**src/rtl/sgc_cfg.svh**
```systemverilog
// Offsets, field positions, reset values and timing counts
// Assumes inclusion by bare name from design files
`ifndef SGC_CFG_SVH
`define SGC_CFG_SVH
// ==========================================================
// Register offsets
`define SGC_OFF_MODE       8'h06
`define SGC_OFF_RATE_LO    8'h07
`define SGC_OFF_TEST0      8'h08
`define SGC_OFF_TEST1      8'h09
`define SGC_OFF_TEST2      8'h0a
// ==========================================================
// Field positions in port_mode_and_storm_rate_high
`define SGC_BIT_REPEATER   7
`define SGC_BIT_HALF_DUP   6
`define SGC_BIT_FLOW_CTL   5
`define SGC_BIT_SPEED_10   4
`define SGC_BIT_NULL_VID   3
// ==========================================================
// Reset values
`define SGC_RST_RATE_HI    3'h0
`define SGC_RST_RATE_LO    8'h63
`define SGC_RST_TEST0      8'h00
`define SGC_RST_TEST1      8'h24
`define SGC_RST_TEST2      8'h35
// ==========================================================
// Storm period timing
`define SGC_CLK_MHZ        250
`define SGC_PERIOD_100_MS  67
`define SGC_PERIOD_10_MS   500
`define SGC_CYC_100 (`SGC_PERIOD_100_MS * 1000 * `SGC_CLK_MHZ)
`define SGC_CYC_10  (`SGC_PERIOD_10_MS * 1000 * `SGC_CLK_MHZ)
`define SGC_BLOCK_BYTES    64
`endif

```
**src/rtl/sgc_pkg.sv**
```systemverilog
// Types shared by the global control bank and its helpers
// Assumes the cfg header for numeric constants
package sgc_pkg;
    // ======================================================
    // Decoded configuration carried to the switch core
    typedef struct packed {
        logic        repeater_en;
        logic        mii_half_duplex;
        logic        mii_flow_ctl;
        logic        mii_speed_10;
        logic        null_vid_replace;
        logic [10:0] storm_rate;
    } sgc_cfg_t;

    // Register bus request
    typedef struct packed {
        logic [7:0] addr;
        logic [7:0] wdata;
        logic       wr;
        logic       rd;
    } sgc_req_t;
endpackage : sgc_pkg

```
**src/rtl/sgc_global_ctrl.sv**
```systemverilog
// Global control registers 0x06-0x0a of a three port switch
// Assumes strap pins stable during reset, plain register port
//
// Function
// - Repeater bit enables repeater, resets 0
// - Duplex bit one gives MII half
// - Duplex zero full; reset from strap
// - Flow bit enables pause; strap reset
// - Speed bit one 10M; strap reset
// - Null VID replaced when bit set
// - Eleven bit threshold split across registers
// - Period 67 ms or 500 ms
// - Threshold resets to 0x63
//
// Local design decision: the address-and-strobe port.
`timescale 1ns/1ns
`include "sgc_cfg.svh"
module sgc_global_ctrl
    import sgc_pkg::*;
#(
    parameter int unsigned PORTS   = 3,
    parameter int unsigned CYC_100 = `SGC_CYC_100,
    parameter int unsigned CYC_10  = `SGC_CYC_10
) (
    input  wire logic             i_clk_sys,
    input  wire logic             i_sys_rst,
    input  wire logic             i_ce,
    input  wire logic [7:0]       i_addr,
    input  wire logic [7:0]       i_wdata,
    input  wire logic             i_wr,
    input  wire logic             i_rd,
    output logic      [7:0]       o_rdata,
    input  wire logic             i_duplex_strap_pin,
    input  wire logic             i_flow_control_strap_pin,
    input  wire logic             i_speed_strap_pin,
    input  wire logic [PORTS-1:0] i_storm_block,
    output logic      [PORTS-1:0] o_storm_drop,
    output sgc_cfg_t              o_cfg
);
    initial begin
        if (CYC_100 >= CYC_10)
            $error("10M period must exceed 100M period");
    end

    // ======================================================
    // Register state
    typedef struct packed {
        logic       in_rst;
        logic [7:0] mode;
        logic [7:0] rate_lo;
        logic [7:0] test0;
        logic [7:0] test1;
        logic [7:0] test2;
        logic [7:0] rdata;
        sgc_cfg_t   cfg;
    } sgc_regs_t;

    sgc_regs_t st;
    sgc_regs_t next_st;
    sgc_req_t  req;
    logic      restart;
    logic [PORTS-1:0] drop;

    assign req = '{addr: i_addr, wdata: i_wdata, wr: i_wr, rd: i_rd};

    // Read decode, unmapped offsets return zero
    function automatic logic [7:0] rd_mux(input sgc_regs_t s,
                                          input logic [7:0] a);
        unique case (a)
            `SGC_OFF_MODE:    rd_mux = s.mode;
            `SGC_OFF_RATE_LO: rd_mux = s.rate_lo;
            `SGC_OFF_TEST0:   rd_mux = s.test0;
            `SGC_OFF_TEST1:   rd_mux = s.test1;
            `SGC_OFF_TEST2:   rd_mux = s.test2;
            default:          rd_mux = 8'h00;
        endcase
    endfunction : rd_mux

    // ======================================================
    // Next state: straps captured in the first enabled cycle after release
    always_comb begin
        next_st = st;
        next_st.in_rst = 1'b0;
        if (st.in_rst) begin
            // Clocked capture; async reset may not load pin values
            next_st.mode[`SGC_BIT_HALF_DUP] = i_duplex_strap_pin;
            next_st.mode[`SGC_BIT_FLOW_CTL] =
                i_flow_control_strap_pin;
            next_st.mode[`SGC_BIT_SPEED_10] = i_speed_strap_pin;
        end else if (req.wr) begin
            // Factory test registers stay writable, like the rest
            unique case (req.addr)
                `SGC_OFF_MODE:    next_st.mode    = req.wdata;
                `SGC_OFF_RATE_LO: next_st.rate_lo = req.wdata;
                `SGC_OFF_TEST0:   next_st.test0   = req.wdata;
                `SGC_OFF_TEST1:   next_st.test1   = req.wdata;
                `SGC_OFF_TEST2:   next_st.test2   = req.wdata;
                default:          next_st.test0   = st.test0;
            endcase
        end
        next_st.rdata = req.rd ? rd_mux(st, req.addr) : 8'h00;
        // Decoded settings registered for the core
        next_st.cfg.repeater_en      = next_st.mode[`SGC_BIT_REPEATER];
        next_st.cfg.mii_half_duplex  =
            next_st.mode[`SGC_BIT_HALF_DUP];
        next_st.cfg.mii_flow_ctl     = next_st.mode[`SGC_BIT_FLOW_CTL];
        next_st.cfg.mii_speed_10     = next_st.mode[`SGC_BIT_SPEED_10];
        next_st.cfg.null_vid_replace =
            next_st.mode[`SGC_BIT_NULL_VID];
        next_st.cfg.storm_rate = {next_st.mode[2:0], next_st.rate_lo};
    end

    // ======================================================
    // Registers; reset loads constants only
    always_ff @(posedge i_clk_sys) begin
        if (i_sys_rst) begin
            st         <= '0;
            st.in_rst  <= 1'b1;
            st.mode    <= {5'h00, `SGC_RST_RATE_HI};
            st.rate_lo <= `SGC_RST_RATE_LO;
            st.test0   <= `SGC_RST_TEST0;
            st.test1   <= `SGC_RST_TEST1;
            st.test2   <= `SGC_RST_TEST2;
            st.cfg.storm_rate <= {`SGC_RST_RATE_HI, `SGC_RST_RATE_LO};
        end else if (i_ce) begin
            st <= next_st;
        end
    end

    // ======================================================
    // Storm period and per-port metering
    sgc_period_timer #(
        .CYC_100 (CYC_100),
        .CYC_10  (CYC_10)
    ) u_timer (
        .i_clk_sys  (i_clk_sys),
        .i_sys_rst  (i_sys_rst),
        .i_ce       (i_ce),
        .i_speed_10 (st.cfg.mii_speed_10),
        .o_restart  (restart)
    );

    sgc_storm_meter #(
        .PORTS (PORTS)
    ) u_meter (
        .i_clk_sys (i_clk_sys),
        .i_sys_rst (i_sys_rst),
        .i_ce      (i_ce),
        .i_restart (restart),
        .i_rate    (st.cfg.storm_rate),
        .i_block   (i_storm_block),
        .o_drop    (drop)
    );

    assign o_storm_drop = drop;
    assign o_rdata      = st.rdata;
    assign o_cfg        = st.cfg;

    // ======================================================
    // Checks
    a_rst_rate: assert property (@(posedge i_clk_sys)
        $past(i_sys_rst) |-> o_cfg.storm_rate == 11'h063)
        else $error("threshold reset wrong");

    a_rst_repeat: assert property (@(posedge i_clk_sys)
        $past(i_sys_rst) |-> !o_cfg.repeater_en
            && !o_cfg.null_vid_replace)
        else $error("repeater or vid reset wrong");

    a_strap_dup: assert property (@(posedge i_clk_sys)
        disable iff (i_sys_rst)
        $past(i_sys_rst) && i_ce |=>
            o_cfg.mii_half_duplex == $past(i_duplex_strap_pin))
        else $error("duplex strap not captured");

    a_strap_flow: assert property (@(posedge i_clk_sys)
        disable iff (i_sys_rst)
        $past(i_sys_rst) && i_ce |=>
            o_cfg.mii_flow_ctl == $past(i_flow_control_strap_pin))
        else $error("flow strap not captured");

    a_strap_spd: assert property (@(posedge i_clk_sys)
        disable iff (i_sys_rst)
        $past(i_sys_rst) && i_ce |=>
            o_cfg.mii_speed_10 == $past(i_speed_strap_pin))
        else $error("speed strap not captured");

    a_write_mode: assert property (@(posedge i_clk_sys)
        disable iff (i_sys_rst)
        i_ce && !st.in_rst && i_wr && i_addr == 8'h06 |=>
            o_cfg.repeater_en == $past(i_wdata[7])
            && o_cfg.mii_half_duplex == $past(i_wdata[6])
            && o_cfg.null_vid_replace == $past(i_wdata[3]))
        else $error("mode write not applied");

    a_write_rate: assert property (@(posedge i_clk_sys)
        disable iff (i_sys_rst)
        i_ce && !st.in_rst && i_wr && i_addr == 8'h07 |=>
            o_cfg.storm_rate[7:0] == $past(i_wdata))
        else $error("rate write not applied");

    a_read_back: assert property (@(posedge i_clk_sys)
        disable iff (i_sys_rst)
        i_ce && i_rd && i_addr == 8'h07 |=>
            o_rdata == $past(st.rate_lo))
        else $error("read data wrong");

    // Upper threshold bits and the remaining mode fields
    a_write_hi: assert property (@(posedge i_clk_sys)
        disable iff (i_sys_rst)
        i_ce && !st.in_rst && i_wr && i_addr == `SGC_OFF_MODE |=>
            o_cfg.storm_rate[10:8] == $past(i_wdata[2:0]))
        else $error("rate high write not applied");

    a_write_fs: assert property (@(posedge i_clk_sys)
        disable iff (i_sys_rst)
        i_ce && !st.in_rst && i_wr && i_addr == `SGC_OFF_MODE |=>
            o_cfg.mii_flow_ctl == $past(i_wdata[`SGC_BIT_FLOW_CTL])
            && o_cfg.mii_speed_10 == $past(i_wdata[`SGC_BIT_SPEED_10]))
        else $error("flow or speed write not applied");

    // Settings other than the strapped bits hold unless their own register is written
    a_rate_keep: assert property (@(posedge i_clk_sys)
        disable iff (i_sys_rst)
        i_ce && !(i_wr && i_addr == `SGC_OFF_RATE_LO) |=>
            $stable(o_cfg.storm_rate[7:0]))
        else $error("rate low changed without write");

    a_mode_keep: assert property (@(posedge i_clk_sys)
        disable iff (i_sys_rst)
        i_ce && !(i_wr && i_addr == `SGC_OFF_MODE) |=>
            $stable(o_cfg.repeater_en) && $stable(o_cfg.null_vid_replace))
        else $error("mode bit changed without write");

    // A write in the strap capture cycle is refused
    a_strap_no_wr: assert property (@(posedge i_clk_sys)
        disable iff (i_sys_rst)
        i_ce && st.in_rst |=>
            $stable(o_cfg.storm_rate) && $stable(o_cfg.repeater_en))
        else $error("write taken during strap capture");

    a_write_test: assert property (@(posedge i_clk_sys)
        disable iff (i_sys_rst)
        i_ce && !st.in_rst && i_wr && i_addr == `SGC_OFF_TEST1 |=>
            st.test1 == $past(i_wdata))
        else $error("test register write not applied");

    // ======================================================
    // Read port checks: data stands one cycle, zero otherwise
    a_rdata_idle: assert property (@(posedge i_clk_sys)
        disable iff (i_sys_rst)
        i_ce && !i_rd |=> o_rdata == 8'h00)
        else $error("read data not cleared");

    a_read_mode: assert property (@(posedge i_clk_sys)
        disable iff (i_sys_rst)
        i_ce && i_rd && i_addr == `SGC_OFF_MODE |=>
            o_rdata == $past(st.mode))
        else $error("mode read wrong");

    a_read_test0: assert property (@(posedge i_clk_sys)
        disable iff (i_sys_rst)
        i_ce && i_rd && i_addr == `SGC_OFF_TEST0 |=>
            o_rdata == $past(st.test0))
        else $error("first test read wrong");

    a_read_test1: assert property (@(posedge i_clk_sys)
        disable iff (i_sys_rst)
        i_ce && i_rd && i_addr == `SGC_OFF_TEST1 |=>
            o_rdata == $past(st.test1))
        else $error("second test read wrong");

    a_read_test2: assert property (@(posedge i_clk_sys)
        disable iff (i_sys_rst)
        i_ce && i_rd && i_addr == `SGC_OFF_TEST2 |=>
            o_rdata == $past(st.test2))
        else $error("third test read wrong");

    a_read_unmapped: assert property (@(posedge i_clk_sys)
        disable iff (i_sys_rst)
        i_ce && i_rd && (i_addr < `SGC_OFF_MODE || i_addr > `SGC_OFF_TEST2)
            |=> o_rdata == 8'h00)
        else $error("unmapped read not zero");

    // ======================================================
    // Reset values and clock enable freeze
    a_rst_tests: assert property (@(posedge i_clk_sys)
        $past(i_sys_rst) |-> st.test0 == `SGC_RST_TEST0
            && st.test1 == `SGC_RST_TEST1 && st.test2 == `SGC_RST_TEST2)
        else $error("test register reset wrong");

    a_rst_outputs: assert property (@(posedge i_clk_sys)
        $past(i_sys_rst) |-> o_rdata == 8'h00 && o_storm_drop == '0)
        else $error("read data or drop reset wrong");

    // Frozen enable must hold every register, straps included
    a_ce_freeze: assert property (@(posedge i_clk_sys)
        disable iff (i_sys_rst)
        !i_ce |=> $stable(st))
        else $error("state moved with enable low");
endmodule : sgc_global_ctrl

```
**src/rtl/sgc_period_timer.sv**
```systemverilog
// Storm measurement period timer, one restart pulse per period
// Assumes a free running system clock with enable
`timescale 1ns/1ns
module sgc_period_timer
    import sgc_pkg::*;
#(
    parameter int unsigned CYC_100 = 16750000,
    parameter int unsigned CYC_10  = 125000000
) (
    input  wire logic i_clk_sys,
    input  wire logic i_sys_rst,
    input  wire logic i_ce,
    input  wire logic i_speed_10,
    output logic      o_restart
);
    initial begin
        if (CYC_100 < 2 || CYC_10 < 2)
            $error("period counts too small");
    end

    typedef struct packed {
        logic [31:0] cnt;
        logic        pulse;
    } sgc_tmr_t;

    sgc_tmr_t st;
    sgc_tmr_t next_st;
    logic [31:0] limit;

    // ======================================================
    // Period length follows port speed
    always_comb begin
        limit   = i_speed_10 ? CYC_10 - 1 : CYC_100 - 1;
        next_st = st;
        next_st.pulse = 1'b0;
        if (st.cnt >= limit) begin
            next_st.cnt   = 32'h0;
            next_st.pulse = 1'b1;
        end else begin
            next_st.cnt = st.cnt + 32'h1;
        end
    end

    always_ff @(posedge i_clk_sys) begin
        if (i_sys_rst)
            st <= '0;
        else if (i_ce)
            st <= next_st;
    end

    assign o_restart = st.pulse;

    a_period_pulse: assert property (@(posedge i_clk_sys)
        disable iff (i_sys_rst)
        i_ce && st.cnt >= limit |=> st.pulse)
        else $error("period restart missing");
endmodule : sgc_period_timer

```
**src/rtl/sgc_storm_meter.sv**
```systemverilog
// Per-port broadcast block meter against the storm threshold
// Assumes one block pulse per 64 bytes of regulated traffic
`timescale 1ns/1ns
module sgc_storm_meter
    import sgc_pkg::*;
#(
    parameter int unsigned PORTS = 3
) (
    input  wire logic             i_clk_sys,
    input  wire logic             i_sys_rst,
    input  wire logic             i_ce,
    input  wire logic             i_restart,
    input  wire logic [10:0]      i_rate,
    input  wire logic [PORTS-1:0] i_block,
    output logic      [PORTS-1:0] o_drop
);
    initial begin
        if (PORTS < 1 || PORTS > 8)
            $error("port count out of range");
    end

    typedef struct packed {
        logic [PORTS-1:0][10:0] cnt;
        logic [PORTS-1:0]       drop;
    } sgc_mtr_t;

    sgc_mtr_t st;
    sgc_mtr_t next_st;

    // ======================================================
    // Count blocks, drop once the threshold is reached
    always_comb begin
        next_st = st;
        for (int p = 0; p < PORTS; p++) begin
            if (i_restart) begin
                // A block in the restart cycle opens the new period
                next_st.cnt[p]  = {10'h000, i_block[p]};
                next_st.drop[p] = i_block[p] && (i_rate < 11'h002);
            end else if (i_block[p] && !st.drop[p]) begin
                next_st.cnt[p] = st.cnt[p] + 11'h1;
                if (st.cnt[p] + 11'h1 >= i_rate)
                    next_st.drop[p] = 1'b1;
            end
        end
    end

    always_ff @(posedge i_clk_sys) begin
        if (i_sys_rst)
            st <= '0;
        else if (i_ce)
            st <= next_st;
    end

    assign o_drop = st.drop;

    a_drop_clear: assert property (@(posedge i_clk_sys)
        disable iff (i_sys_rst)
        i_ce && i_restart |=>
            o_drop == ($past(i_block) & {PORTS{$past(i_rate) < 11'h002}}))
        else $error("drop not cleared on restart");
endmodule : sgc_storm_meter

```
**config.mk**
```make
export PLATFORM = sky130hd
export DESIGN_NAME = sgc_global_ctrl
export DESIGN_NICKNAME = d
export VERILOG_FILES = /design/src/rtl/sgc_pkg.sv /design/src/rtl/sgc_global_ctrl.sv /design/src/rtl/sgc_period_timer.sv /design/src/rtl/sgc_storm_meter.sv
export VERILOG_INCLUDE_DIRS = /design/src /design/src/rtl
export SDC_FILE = /design/constraint.sdc
export NUM_CORES = 1
export LEC_CHECK = 0
export BUFFER_PORTS_ARGS = -buffer_cell sky130_fd_sc_hd__clkbuf_2
export CORE_ASPECT_RATIO = 0.75
export CORE_UTILIZATION = 45
export DETAILED_ROUTE_END_ITERATION = 10
export GPL_TIMING_DRIVEN = 0
export PLACE_DENSITY = 0.64
export SLEW_MARGIN = 20
export SYNTH_ARGS = -nofsm -noshare
export SYNTH_HDL_FRONTEND = slang
export SYNTH_SLANG_ARGS = --single-unit
```
**constraint.sdc**
```tcl
create_clock -name i_clk_sys -period 3.6 [get_ports i_clk_sys]
set_input_delay 0.72 -clock i_clk_sys [delete_from_list [all_inputs] [get_ports i_clk_sys]]
set_output_delay 0.72 -clock i_clk_sys [all_outputs]
set_load 0.01 [all_outputs]
```
* Word level (Yosys, flattened, before mapping)
Cells that the tools add are included.
** Storage, ports and cells
- Flip-flop bits (word level) :: 134
- Bits of input ports :: 27
- Logic and storage cells :: 89
** Cells by class
- Order comparisons :: 5
- Eq/ne operators :: 5
- $add $sub $neg :: 4
- Bitwise logic cells :: 1
- Muxes and demuxes :: 29
- Reduce and logical (&&, ||, !) cells :: 24
** Operators by type and width (count)
- 2-to-1 mux 11 bit :: 6
- 2-to-1 mux 8 bit :: 6
- 2-to-1 mux 40 bit :: 1
- case mux 8 bit (5 select lines) :: 1
- 2-to-1 mux 36 bit :: 1
- adder 11 x 1 -> 11 bit, second input constant :: 3
- >= comparator 11 bit :: 3
- adder 32 x 1 -> 32 bit, second input constant :: 1
- >= comparator 32 bit :: 1
- 2-to-1 mux 32 bit :: 1
- 2-to-1 mux 27 bit :: 1
- equality test 8 x 4 -> 1 bit, second input constant :: 3
- equality test 8 x 3 -> 1 bit, second input constant :: 2
- AND reduction 4 bit :: 3
- nonzero test 2 bit :: 6
- < comparator 11 x 2 -> 1 bit, second input constant :: 1
- 2-to-1 mux 1 bit :: 11
- AND reduction 3 bit :: 3
- logical AND 1 bit :: 6
- AND reduction 2 bit :: 3
- logical NOT 1 bit :: 3
- 2-to-1 mux 3 bit :: 1
- inverter 1 bit :: 1

* Longest topological paths before layout
Gate-level depths: netlist of the first run.
- Depth after elaboration :: 5
- Mapped depth :: 11
- Gate-level depth less buffers :: 11

* By module
From an unflattened synthesis of the first run, not the netlist that was laid out.
** Second synthesis, totals
- Cells, all modules :: 851
- Area, all modules :: 7378.3 um^2
** Modules (own cells, without submodules)
- sgc_storm_meter :: instances 1, cells each 359, area an instance 2876.5 um^2
- sgc_global_ctrl :: instances 1, cells each 275, area an instance 2637.5 um^2
- sgc_period_timer :: instances 1, cells each 217, area an instance 1864.3 um^2

* Least setup slack after synthesis of the first run
No wires, ideal clock.
- Path type :: reg-to-reg
- Start point :: reg u_meter.st[25] (netlist bit)
- End point :: reg u_meter.st, in the netlist u_meter.o_drop[2]
- Slack :: 0.795 ns
- Data arrival time :: 2.690 ns
- Path buffers :: 0
- Stages on the path, launching flop included :: 12
- Clock period less this slack :: 2.805 ns
- Cells stage by stage :: dfxtp_1 > ha_1 > nand3_1 > nor2_1 > nand3_1 > xnor2_1 > ha_1 > a21o_1 > a21o_1 > a2111oi_0 > a221oi_1 > o21a_1
** On the way
- Cells in the longest elaborated chain, start to end :: 4
** Ends and longest elaborated chain
- start: declaration :: RTL line sgc_storm_meter.sv:27 : sgc_mtr_t st;
- start signal: assignment :: RTL line sgc_storm_meter.sv:51 : st <= next_st;
- adder 11 x 1 -> 11 bit :: RTL line sgc_storm_meter.sv:41 : if (st.cnt[p] + 11'h1 >= i_rate)
- >= comparator 11 bit :: RTL line sgc_storm_meter.sv:41
- nonzero test 2 bit (no source line)
- AND reduction 3 bit (no source line)
Every way passes these cells.
A chain may end at the register's enable or synchronous reset.

* Worst setup path after layout of the first run
Same ends and word-level chain as after synthesis.

==> results of run 1 <==
==> flip-flops by register name (all words and copies together) (netlist names) <==
| name | flops |
|---|---|
| u_timer.st | 32 |
| st | 40 |
| o_rdata | 8 |
| u_meter.st | 33 |
| u_meter.o_drop | 3 |
| o_cfg | 1 |
| u_timer.o_restart | 1 |
==> worst max path at each step <==
stage / startpoint / endpoint
after CTS: u_meter.st[25] / u_meter.o_drop[2]
after global routing: u_meter.st[25] / u_meter.o_drop[2]
after floorplan: u_meter.st[25] / u_meter.o_drop[2]
final: u_meter.st[25] / u_meter.o_drop[2]
after detailed placement: u_meter.st[25] / u_meter.o_drop[2]
after global placement: u_meter.st[25] / u_meter.o_drop[2]
==> cells by family after synthesis <==
kind of cell / synth area share
AOI/OAI and AO/OA: 0.162
xor gates and xnor gates: 0.0672
adders and majority gates: 0.0888
buffers and inverters: 0.0730
DFF: 0.342
muxes: 0.0551
and+or+nand+nor: 0.212
==> stage by stage <==
stage | power (W) | utilization | cells | setup WS, ns | cell area, sq um
final | 0.00331 | 0.545 | 1093 | 0.266 | 8040
after global routing | 0.00340 | 0.545 | 1093 | 0.0451 | 8040
after CTS | 0.00332 | 0.545 | 1093 | 0.296 | 8040
after detailed placement | 0.00152 | 0.503 | 1061 | 0.297 | 7410
after global placement | 0.00152 | 0.503 | 1061 | 0.366 | 7410
after floorplan | 0.00145 | - | 809 | 0.795 | 6900
==> synthesized netlist by cell type (5+ instances only) <==
cell type                   count
sky130_fd_sc_hd__a211o_1       11
sky130_fd_sc_hd__a21o_1        12
sky130_fd_sc_hd__a21oi_1       46
sky130_fd_sc_hd__a222oi_1       8
sky130_fd_sc_hd__a22o_1         8
sky130_fd_sc_hd__a22oi_1        8
sky130_fd_sc_hd__a2bb2oi_1     10
sky130_fd_sc_hd__a31oi_1        8
sky130_fd_sc_hd__and3_1         8
sky130_fd_sc_hd__buf_4         32
sky130_fd_sc_hd__clkbuf_1      25
sky130_fd_sc_hd__dfxtp_1      118
sky130_fd_sc_hd__ha_1          49
sky130_fd_sc_hd__inv_1         23
sky130_fd_sc_hd__mux2_2         8
sky130_fd_sc_hd__mux2i_1       29
sky130_fd_sc_hd__nand2_1       34
sky130_fd_sc_hd__nand2b_1       6
sky130_fd_sc_hd__nand3_1       32
sky130_fd_sc_hd__nand3b_1       7
sky130_fd_sc_hd__nand4_1       15
sky130_fd_sc_hd__nor2_1       128
sky130_fd_sc_hd__nor2b_1       14
sky130_fd_sc_hd__nor3_1        12
sky130_fd_sc_hd__nor4_1         5
sky130_fd_sc_hd__o21ai_0       24
sky130_fd_sc_hd__or3_1          9
sky130_fd_sc_hd__xnor2_1       34
sky130_fd_sc_hd__xor2_1        19
==> where the power goes <==
| group | leakage [nW] | total [W] | internal, W | switching [W] |
|---|---|---|---|---|
| Clock | 0.296 | 0.00181 | 0.00117 | 0.000641 |
| Combinational | 2.10 | 0.000162 | 0.0000580 | 0.000104 |
| Sequential | 0.952 | 0.00133 | 0.00132 | 0.0000146 |
==> routing by layer <==
metal,global-route usage,vias to the layer above,routed length [um]
li1,-,3008,-
met1,0.329,2783,9310
met2,0.348,141,7330
met3,0.0527,23,881
met4,0.0767,0,222
met5,0,-,0
==> layout make-up <==
| class | count | share of cell area |
|---|---|---|
| Tap cell | 200 | 0.0311 |
| Multi-Input combinational cell | 598 | 0.502 |
| Clock buffer | 20 | 0.0556 |
| Buffer | 69 | 0.0515 |
| Inverter | 24 | 0.0112 |
| Timing Repair Buffer | 52 | 0.0324 |
| Clock inverter | 12 | 0.0218 |
| Sequential cell | 118 | 0.294 |
==> worst max-delay path, cell delays in order (launching register included) <==
cell and delay [ns]:
sky130_fd_sc_hd__dfxtp_1 0.48, sky130_fd_sc_hd__ha_1 0.32, sky130_fd_sc_hd__nand3_1 0.17, sky130_fd_sc_hd__nor2_1 0.40, sky130_fd_sc_hd__nand3_1 0.17, sky130_fd_sc_hd__xnor2_1 0.16, sky130_fd_sc_hd__ha_1 0.30, sky130_fd_sc_hd__a21o_1 0.16
sky130_fd_sc_hd__a21o_1 0.17, sky130_fd_sc_hd__a2111oi_0 0.59, sky130_fd_sc_hd__a221oi_1 0.18, sky130_fd_sc_hd__o21a_1 0.15
==> load_flow_metrics.sql, run 1 <==
INSERT INTO impl_metrics (metric_group, metric, value, unit) VALUES
('die', 'fp-row-count', '38', ''),
('clocking', 'worst_skew_pair.late_latency', '0.43', 'ns'),
('grt', 'globalRoute.totalOverflow', '0', ''),
('worst_setup_path', 'reg2reg_setup_slack', '0.27', 'ns'),
('detailed_routing', 'dr.first_iter.drc_count', '482', ''),
('die', 'placeableCoreArea', '14700', 'sq um'),
('grt', 'grt_pass1_wl', '28700', 'um'),
('final_layout', 'layout-drive-gt1-share', '0.156', ''),
('timing', 'tightestPinTransition', '1.01', 'ns'),
('synthesis', 'synth-edff-count', '0', ''),
('clocking', 'cts.reportedPaths.clkPinSlew', '0.06', 'ns'),
('final_layout', 'total_area_of_multi_input_combinational_cells', '4040', 'sq um'),
('clocking', 'numCtsBuffers', '17', ''),
('worst_hold_path', 'holdCritStartpoint', 'st[34]', ''),
('worst_setup_path', 'worst_r2r_path_depth', '11', ''),
('synthesis', 'post_synth_instance_area', '6900', 'sq um'),
('worst_setup_path', 'worst-endpoint-required', '3.92', 'ns'),
('power_and_ir_drop', 'power.leakage', '3.35', 'nW'),
('detailed_routing', 'route.detailed.wl_per_inst', '16.2', 'um'),
('clocking', 'cts_max_level', '4', ''),
('worst_setup_path', 'setup.worst_path.class', 'flip-flop to flip-flop', ''),
('timing', 'setup_viol_count_final', '0', ''),
('clocking', 'cts_setup_buffers', '0', ''),
('timing', 'max_freq', '300', 'MHz'),
('worst_hold_path', 'worst_hold_check_path_type', 'flip-flop to flip-flop', ''),
('grt', 'antenna_violations_before_repair', '0', ''),
('power_and_ir_drop', 'vdd_drop_max', '0.314', 'mV'),
('final_layout', 'antennaDiodeCount', '0', ''),
('detailed_routing', 'route.vias.total', '5955', ''),
('clocking', 'hold_buffers', '0', ''),
('synthesis', 'async_flop_share', '0', ''),
('detailed_routing', 'drt-pass1-iter-count', '5', ''),
('worst_setup_path', 'max_fanout_on_critical_path', '7', ''),
('placed_design', 'port_buffers', '52', ''),
('timing', 'rsz0062_at_grt', 'no', ''),
('job', 'drv_cap', '0', ''),
('worst_hold_path', 'worstHoldPathCells', '1', ''),
('grt', 'grt_max_degree', '17', ''),
('synthesis', 'ys.warnings.count', '0', ''),
('worst_setup_path', 'worstReg2RegEnd', 'u_meter.o_drop[2]', ''),
('detailed_routing', 'wirelength', '17700', 'um'),
('synthesis', 'ys_seq_area_frac', '0.342', ''),
('timing', 'max_slew_margin', '0.324', ''),
('synthesis', 'synth_top_area_frac', '0.342', ''),
('clocking', 'clock_sinks', '118', ''),
('grt', 'global_route.usage.total', '0.233', ''),
('timing', 'hold-worst-slack', '0.464', 'ns'),
('die', 'die_h', '109', 'um'),
('final_layout', 'layout.cells.most_common_list', '128 x sky130_fd_sc_hd__nor2_1, 118 x sky130_fd_sc_hd__dfxtp_1, 52 x sky130_fd_sc_hd__clkbuf_2', ''),
('final_layout', 'finalNetCount', '956', ''),
('worst_setup_path', 'cp_data_arrival_time', '3.66', 'ns'),
('timing', 'drv_slew', '0', ''),
('timing', 'hold_violations', '0', ''),
('timing', 'post-route-period-util', '0.926', ''),
('synthesis', 'synth_nets', '885', ''),
('timing', 'setup_tns', '0', 'ns'),
('synthesis', 'synth_largest_area_cell', 'sky130_fd_sc_hd__dfxtp_1', ''),
('detailed_routing', 'via_per_inst', '5.45', ''),
('synthesis', 'synth_cells', '809', ''),
('die', 'die-width', '145', 'um'),
('synthesis', 'avgSynthCellArea', '8.53', 'sq um'),
('die', 'design.portCount', '54', ''),
('final_layout', 'area_used_by_sequential_logic_in_the_layout', '2360', 'sq um'),
('final_layout', 'areaGrowthSynthToFinish', '16.4', '%'),
('synthesis', 'postSynth.topFlopCell', 'sky130_fd_sc_hd__dfxtp_1', ''),
('detailed_routing', 'antenna_left', '0', ''),
('status', 'outcome', 'finished, final reports clean', ''),
('worst_setup_path', 'critical_path.endpoint_type', 'flip-flop', ''),
('timing', 'final.min_clock_period', '3.33', 'ns'),
('final_layout', 'n_fill_cell', '1447', ''),
('die', 'initial_utilization', '0.468', '');
No activity file was read; power rests on OpenSTA's default activity.
==> run 2: changes to the inputs <==
Settings changed: ABC_AREA from default to 1, CAP_MARGIN from default to 30.
==> load_flow_metrics.sql, run 2 <==
INSERT INTO impl_metrics (metric_group, metric, value, unit) VALUES
('status', 'outcome', 'finished, final reports clean', ''),
('placed_design', 'port_buffers', '52', ''),
('worst_setup_path', 'worst-endpoint-required', '3.91', 'ns'),
('clocking', 'clock_sinks', '118', ''),
('placed_design', 'post_dp_hpwl', '13500', 'um'),
('grt', 'globalRoute.totalOverflow', '0', ''),
('timing', 'drv_slew', '0', ''),
('power_and_ir_drop', 'power.leakage', '3.97', 'nW'),
('synthesis', 'synth.cells.most_frequent', '250 x sky130_fd_sc_hd__nand2_1, 118 x sky130_fd_sc_hd__dfxtp_1, 115 x sky130_fd_sc_hd__inv_1, 104 x sky130_fd_sc_hd__nor2_1, 80 x sky130_fd_sc_hd__nand3_1', ''),
('power_and_ir_drop', 'design_power_total', '0.00318', 'W'),
('grt', 'grt_max_degree', '17', ''),
('final_layout', 'areaGrowthSynthToFinish', '14.9', '%'),
('worst_setup_path', 'cp_data_arrival_time', '2.95', 'ns'),
('die', 'initial_utilization', '0.469', ''),
('synthesis', 'ys.warnings.count', '0', ''),
('timing', 'timing.clock.skew', '0.00963', 'ns'),
('final_layout', 'largest_reg_by_ff_count', 'st', ''),
('timing', 'setup_tns', '0', 'ns'),
('clocking', 'cts.reportedPaths.clkPinSlew', '0.05', 'ns'),
('detailed_routing', 'dr.first_iter.drc_count', '380', ''),
('clocking', 'cts_setup_buffers', '0', ''),
('placed_design', 'dp_worst_setup_slack', '1.02', 'ns'),
('clocking', 'cts.repair.resized', '0', ''),
('clocking', 'numCtsBuffers', '17', ''),
('final_layout', 'antennaDiodeCount', '0', ''),
('die', 'fp-row-count', '39', ''),
('synthesis', 'synth_top_area_frac', '0.325', ''),
('timing', 'tightestPinTransition', '0.755', 'ns'),
('detailed_routing', 'wirelength', '18700', 'um'),
('die', 'die-width', '149', 'um'),
('worst_setup_path', 'setup.worst_path.class', 'flip-flop to flip-flop', ''),
('timing', 'max_slew_margin', '0.495', ''),
('detailed_routing', 'route.vias.total', '6664', ''),
('grt', 'grt_pass1_vias', '6077', ''),
('detailed_routing', 'antenna_left', '0', ''),
('grt', 'antenna_violations_before_repair', '0', ''),
('synthesis', 'synth-edff-count', '0', ''),
('power_and_ir_drop', 'power.density', '380', 'nW/um^2'),
('synthesis', 'ys_seq_area_frac', '0.325', ''),
('synthesis', 'post_synth_instance_area', '7270', 'sq um'),
('worst_hold_path', 'worst_hold_check_path_type', 'flip-flop to flip-flop', ''),
('grt', 'grt_pass1_wl', '30600', 'um'),
('final_layout', 'largestRegisters', 'st x40, u_meter.st x33, u_timer.st x32', ''),
('synthesis', 'async_flop_share', '0', ''),
('timing', 'max_freq', '378', 'MHz'),
('synthesis', 'synth_nets', '1123', ''),
('clocking', 'cts_tree', 'done', ''),
('final_layout', 'largest_reg_flops', '40', ''),
('timing', 'final_worst_setup_slack', '0.957', 'ns'),
('clocking', 'clock_tree.buffer_depth', '2', ''),
('clocking', 'root_buffer_cell', 'sky130_fd_sc_hd__clkbuf_16', ''),
('synthesis', 'yosys.cell_count.top_type', 'sky130_fd_sc_hd__nand2_1', ''),
('worst_setup_path', 'critical_path.endpoint_type', 'flip-flop', ''),
('final_layout', 'final_common_cell', 'sky130_fd_sc_hd__nand2_1', ''),
('synthesis', 'synth_cells', '1047', ''),
('grt', 'global_route.usage.total', '0.236', ''),
('final_layout', 'layout.cells.most_common_list', '250 x sky130_fd_sc_hd__nand2_1, 118 x sky130_fd_sc_hd__dfxtp_1, 115 x sky130_fd_sc_hd__inv_1', ''),
('clocking', 'cts_max_level', '4', ''),
('clocking', 'worst_skew_pair.late_latency', '0.42', 'ns'),
('synthesis', 'synth.top_cells.by_area', 'sky130_fd_sc_hd__dfxtp_1 32%, sky130_fd_sc_hd__nand2_1 13%, sky130_fd_sc_hd__ha_1 8.4%', ''),
('synthesis', 'postSynth.topFlopCell', 'sky130_fd_sc_hd__dfxtp_1', ''),
('detailed_routing', 'route.detailed.wl_per_inst', '14.0', 'um'),
('worst_setup_path', 'max_fanout_on_critical_path', '5', ''),
('worst_setup_path', 'worstSetupStartpointType', 'flip-flop', ''),
('clocking', 'hold_buffers', '0', ''),
('synthesis', 'avgSynthCellArea', '6.94', 'sq um'),
('timing', 'rsz0062_at_grt', 'no', ''),
('timing', 'setup_viol_count_final', '0', ''),
('die', 'die_h', '112', 'um'),
('timing', 'hold_violations', '0', ''),
('timing', 'final.min_clock_period', '2.64', 'ns'),
('final_layout', 'finalNetCount', '1194', ''),
('synthesis', 'synth_largest_area_cell', 'sky130_fd_sc_hd__dfxtp_1', ''),
('final_layout', 'layout-drive-gt1-share', '0.156', ''),
('detailed_routing', 'remaining_drc_errors', '0', ''),
('job', 'drv_cap', '0', ''),
('synthesis', 'synth.ff_latch_count', '118', ''),
('synthesis', 'yosys.cell_types.count', '39', ''),
('placed_design', 'gp_congestion', '0.841', ''),
('die', 'design.portCount', '54', ''),
('die', 'die-area', '16700', 'sq um'),
('die', 'placeableCoreArea', '15500', 'sq um'),
('detailed_routing', 'via_per_inst', '4.99', ''),
('detailed_routing', 'drt-pass1-iter-count', '5', ''),
('power_and_ir_drop', 'vdd_drop_max', '0.241', 'mV'),
('timing', 'post-route-period-util', '0.734', '');
-- run 2: cell count changes after synthesis, sizes merged, moves of 10 or more --
cell | before | now
nand2 | 34 | 252
inv | 23 | 130
nand3 | 33 | 86
a21oi | 46 | 86
mux2i | 29 | 0
xnor2 | 34 | 6
o21ai | 25 | 46
clkbuf | 25 | 11
nor2 | 128 | 114
nor2b | 14 | 0
xor2 | 19 | 33
a21o | 12 | 0
a211o | 11 | 0
a2bb2oi | 10 | 0
-- run 2: cell type report --
cell class | instances | area (sq um)
Buffer | 54 | 353
Inverter | 131 | 492
Clock buffer | 23 | 468
Fill cell | 1559 | 7160
Multi-Input combinational cell | 744 | 4060
Timing Repair Buffer | 52 | 260
Tap cell | 205 | 256
Clock inverter | 9 | 101
Sequential cell | 118 | 2360
-- run 2: worst paths after layout --
check,startpoint,to,slack [ns],cells after the start
worst max-delay path,u_meter.st[25],u_meter.o_drop[2],0.96,14
worst max register to register,u_meter.st[25],u_meter.o_drop[2],0.96,14
worst min register to register,u_timer.st[29],u_timer.st[29],0.44,2
worst min-delay path,u_timer.st[29],u_timer.st[29],0.44,2
-- run 2: power breakdown --
part / switching, W / total (W) / internal [W]
combinational: 0.000125 / 0.000182 / 0.0000573
sequential: 0.0000137 / 0.00133 / 0.00132
clock: 0.000615 / 0.00166 / 0.00105
total: 0.000754 / 0.00318 / 0.00242
-- run 2: per-layer routing --
layer | vias to the layer above | track usage | wire, um | share of wire
met3 | 24 | 0.0443 | 918 | 0.049
li1 | 3520 | - | - | -
met1 | 2977 | 0.348 | 9730 | 0.52
met2 | 143 | 0.340 | 7690 | 0.41
met5 | - | 0 | 0 | 0
met4 | 0 | 0.0823 | 342 | 0.018
-- run 2: cells by family after synthesis --
group / count (synthesis) / share of synthesized area
and+or+nand+nor: 505 / 0.309
buffers and inverters: 185 / 0.116
AOI/OAI and AO/OA: 151 / 0.119
DFF: 118 / 0.325
adders and majority gates: 49 / 0.0843
xor gates and xnor gates: 39 / 0.0470
-- run 2: worst max-delay path, cell delays in order (launching register included) --
cell                      delay, ns
sky130_fd_sc_hd__dfxtp_1       0.41
sky130_fd_sc_hd__ha_1          0.20
sky130_fd_sc_hd__nand2_1       0.09
sky130_fd_sc_hd__nor4_1        0.50
sky130_fd_sc_hd__nand3_1       0.15
sky130_fd_sc_hd__and2_1        0.20
sky130_fd_sc_hd__ha_1          0.28
sky130_fd_sc_hd__nand2_1       0.09
sky130_fd_sc_hd__nor2_1        0.14
sky130_fd_sc_hd__and2_1        0.14
sky130_fd_sc_hd__nand2_1       0.05
sky130_fd_sc_hd__nand4_1       0.12
sky130_fd_sc_hd__nand3_1       0.07
sky130_fd_sc_hd__nand2_1       0.06
sky130_fd_sc_hd__nor2_1        0.04
-- run 2: through the flow --
stage | util | hold WS (ns) | cells | area (sq um)
floorplan | - | 0.414 | 1047 | 7270
global placement | 0.502 | 0.427 | 1304 | 7790
finish | 0.539 | 0.438 | 1336 | 8360
global route | 0.539 | 0.465 | 1336 | 8360
CTS | 0.539 | 0.438 | 1336 | 8360
detailed placement | 0.502 | 0.429 | 1304 | 7790
==> run 3: changes to the inputs <==
Settings changed: ABC_AREA 1 to 0, PLACE_DENSITY 0.64 to 0.66.
Clock period 3.6 ns to 2.2 ns, I/O delays scaled along.
==> load_flow_metrics.sql, run 3 (synthesis gave the netlist of run 1 again) <==
INSERT INTO impl_metrics (metric_group, metric, value, unit) VALUES
('grt', 'global_route.usage.total', '0.235', ''),
('worst_setup_path', 'critical_path.endpoint_type', 'flip-flop', ''),
('detailed_routing', 'route.detailed.wl_per_inst', '16.5', 'um'),
('die', 'die_h', '109', 'um'),
('die', 'die-width', '145', 'um'),
('power_and_ir_drop', 'vdd_drop_max', '0.456', 'mV'),
('timing', 'setup_viol_count_final', '27', ''),
('status', 'outcome', 'finished with violations', ''),
('timing', 'tightestPinTransition', '0.747', 'ns'),
('worst_setup_path', 'critical_path.n_buffers_inverters', '0', ''),
('final_layout', 'largestRegisters', 'st x40, u_meter.st x33, u_timer.st x32', ''),
('worst_setup_path', 'cp_data_arrival_time', '2.66', 'ns'),
('placed_design', 'post_dp_hpwl', '12300', 'um'),
('final_layout', 'antennaDiodeCount', '0', ''),
('grt', 'grt_max_degree', '17', ''),
('worst_setup_path', 'max_fanout_on_critical_path', '3', ''),
('final_layout', 'postLayoutCoreUtil', '0.597', ''),
('clocking', 'root_buffer_cell', 'sky130_fd_sc_hd__clkbuf_16', ''),
('detailed_routing', 'remaining_drc_errors', '0', ''),
('die', 'fp-row-count', '38', ''),
('die', 'placeableCoreArea', '14700', 'sq um'),
('status', 'violations', 'setup timing', ''),
('clocking', 'worst_skew_pair.late_latency', '0.42', 'ns'),
('detailed_routing', 'drt-pass1-iter-count', '7', ''),
('clocking', 'cts_max_level', '4', ''),
('timing', 'post-route-period-util', '1.07', ''),
('worst_hold_path', 'worst_hold_check_path_type', 'input pin to flip-flop', ''),
('worst_setup_path', 'cpPeakStageDelay', '0.36', 'ns'),
('die', 'design.portCount', '54', ''),
('timing', 'max_slew_margin', '0.500', ''),
('worst_setup_path', 'worstSetupStartpointType', 'flip-flop', ''),
('worst_setup_path', 'critical_path.cell_chain', 'ha_4 > nand3_4 > nor2_4 > nand3_2 > xnor2_2 > ha_1 > a21o_1 > a21o_1 > a2111oi_4 > nand2b_1 > o21a_1', ''),
('worst_setup_path', 'cp_common_cell', 'sky130_fd_sc_hd__a21o_1', ''),
('worst_setup_path', 'setup.worst_path.class', 'flip-flop to flip-flop', ''),
('final_layout', 'finalNetCount', '993', ''),
('clocking', 'cts_tree', 'done', ''),
('final_layout', 'largest_reg_by_ff_count', 'st', ''),
('grt', 'grt_pass1_vias', '5618', ''),
('clocking', 'numCtsBuffers', '17', ''),
('power_and_ir_drop', 'power.leakage', '3.64', 'nW'),
('placed_design', 'gp_congestion', '0.845', ''),
('timing', 'timing.clock.skew', '0.00760', 'ns'),
('clocking', 'hold_buffers', '0', ''),
('timing', 'drv_slew', '0', ''),
('grt', 'globalRoute.totalOverflow', '0', ''),
('detailed_routing', 'dr.first_iter.drc_count', '481', ''),
('grt', 'grt_pass1_wl', '29100', 'um'),
('final_layout', 'layout-drive-gt1-share', '0.268', ''),
('final_layout', 'areaGrowthSynthToFinish', '27.5', '%'),
('detailed_routing', 'route.vias.total', '6157', ''),
('final_layout', 'largest_reg_flops', '40', ''),
('clocking', 'clock_sinks', '118', ''),
('power_and_ir_drop', 'design_power_total', '0.00547', 'W'),
('job', 'drv_cap', '0', ''),
('final_layout', 'final_common_cell', 'sky130_fd_sc_hd__nor2_1', ''),
('die', 'die-area', '15800', 'sq um'),
('timing', 'rsz0062_at_grt', 'yes', ''),
('timing', 'hold_violations', '0', ''),
('worst_setup_path', 'worst-endpoint-required', '2.51', 'ns'),
('detailed_routing', 'via_per_inst', '5.45', ''),
('clocking', 'cts.reportedPaths.clkPinSlew', '0.06', 'ns'),
('worst_setup_path', 'worst_path_max_delay_cell', 'sky130_fd_sc_hd__dfxtp_4', ''),
('clocking', 'clock_tree.buffer_depth', '2', ''),
('detailed_routing', 'antenna_left', '0', ''),
('grt', 'antenna_violations_before_repair', '0', ''),
('worst_setup_path', 'cell_family_contributing_the_most_delay_on_the_critical_path', 'compound AO/OA/AOI/OAI gates', ''),
('die', 'initial_utilization', '0.468', ''),
('final_layout', 'layout.cells.most_common_list', '122 x sky130_fd_sc_hd__nor2_1, 101 x sky130_fd_sc_hd__dfxtp_1, 66 x sky130_fd_sc_hd__buf_4', ''),
('timing', 'max_freq', '425', 'MHz'),
('timing', 'final_worst_setup_slack', '-0.152', 'ns'),
('placed_design', 'port_buffers', '52', ''),
('power_and_ir_drop', 'power.density', '621', 'nW/um^2'),
('detailed_routing', 'wirelength', '18700', 'um'),
('timing', 'final.min_clock_period', '2.35', 'ns');
[run 3: cell count changes in the layout (fill, tap and decap cells not counted), sizes merged, moves of 21 or more]
cell | previous run | this run
buf | 43 | 79
nand2 | 252 | 34
nand3 | 86 | 33
mux2i | 0 | 29
a21oi | 86 | 46
xnor2 | 6 | 34
o21ai | 46 | 25
inv | 130 | 27
[run 3: metrics by stage]
step	instances	area (sq um)	TNS, ns	hold WS, ns	setup slack (ns)
floorplan	809	6990	-0.0367	0.430	-0.0367
detailed placement	1062	7510	-10.53	0.444	-0.316
global route	1130	8800	-4.28	0.276	-0.314
CTS	1115	8440	-0.206	0.279	-0.206
finish	1130	8800	-2.53	0.296	-0.152
global placement	1061	7500	-10.33	0.446	-0.339
[run 3: final timing paths]
| kind | cells past startpoint | slack, ns | end | startpoint |
|---|---|---|---|---|
| max | 11 | -0.15 | u_meter.o_drop[2] | u_meter.st[26] |
| min | 2 | 0.30 | st[53] | i_wdata[5] |
| min reg2reg | 1 | 0.46 | st[34] | st[34] |
| max reg2reg | 11 | -0.15 | u_meter.o_drop[2] | u_meter.st[26] |
[run 3: power by group]
part           total [W]  switching, W  internal (W)
registers        0.00217     0.0000202       0.00215
clock network    0.00296       0.00107       0.00189
logic           0.000336      0.000198      0.000138
[run 3: repair_timing]
action	in CTS	in global routing
gates resized for setup	34	49
buffers inserted	22	14
endpoints found under the setup margin	35	56
pin swaps	20	40
gates cloned	0	2
[run 3: per-layer routing]
layer / GRT usage / up-vias / routed length [um]
met3: 0.0456 / 28 / 752
met5: 0 / - / 0
met4: 0.0935 / 0 / 385
met2: 0.360 / 151 / 8030
li1: - / 3090 / -
met1: 0.325 / 2888 / 9500
[run 3: cell type report]
type,instances,area (sq um)
Fill cell,1324,5940
Multi-Input combinational cell,598,4410
Sequential cell,118,2400
Timing Repair Buffer,90,586
Clock buffer,19,464
Buffer,68,429
Tap cell,200,250
Clock inverter,13,166
Inverter,24,92.6
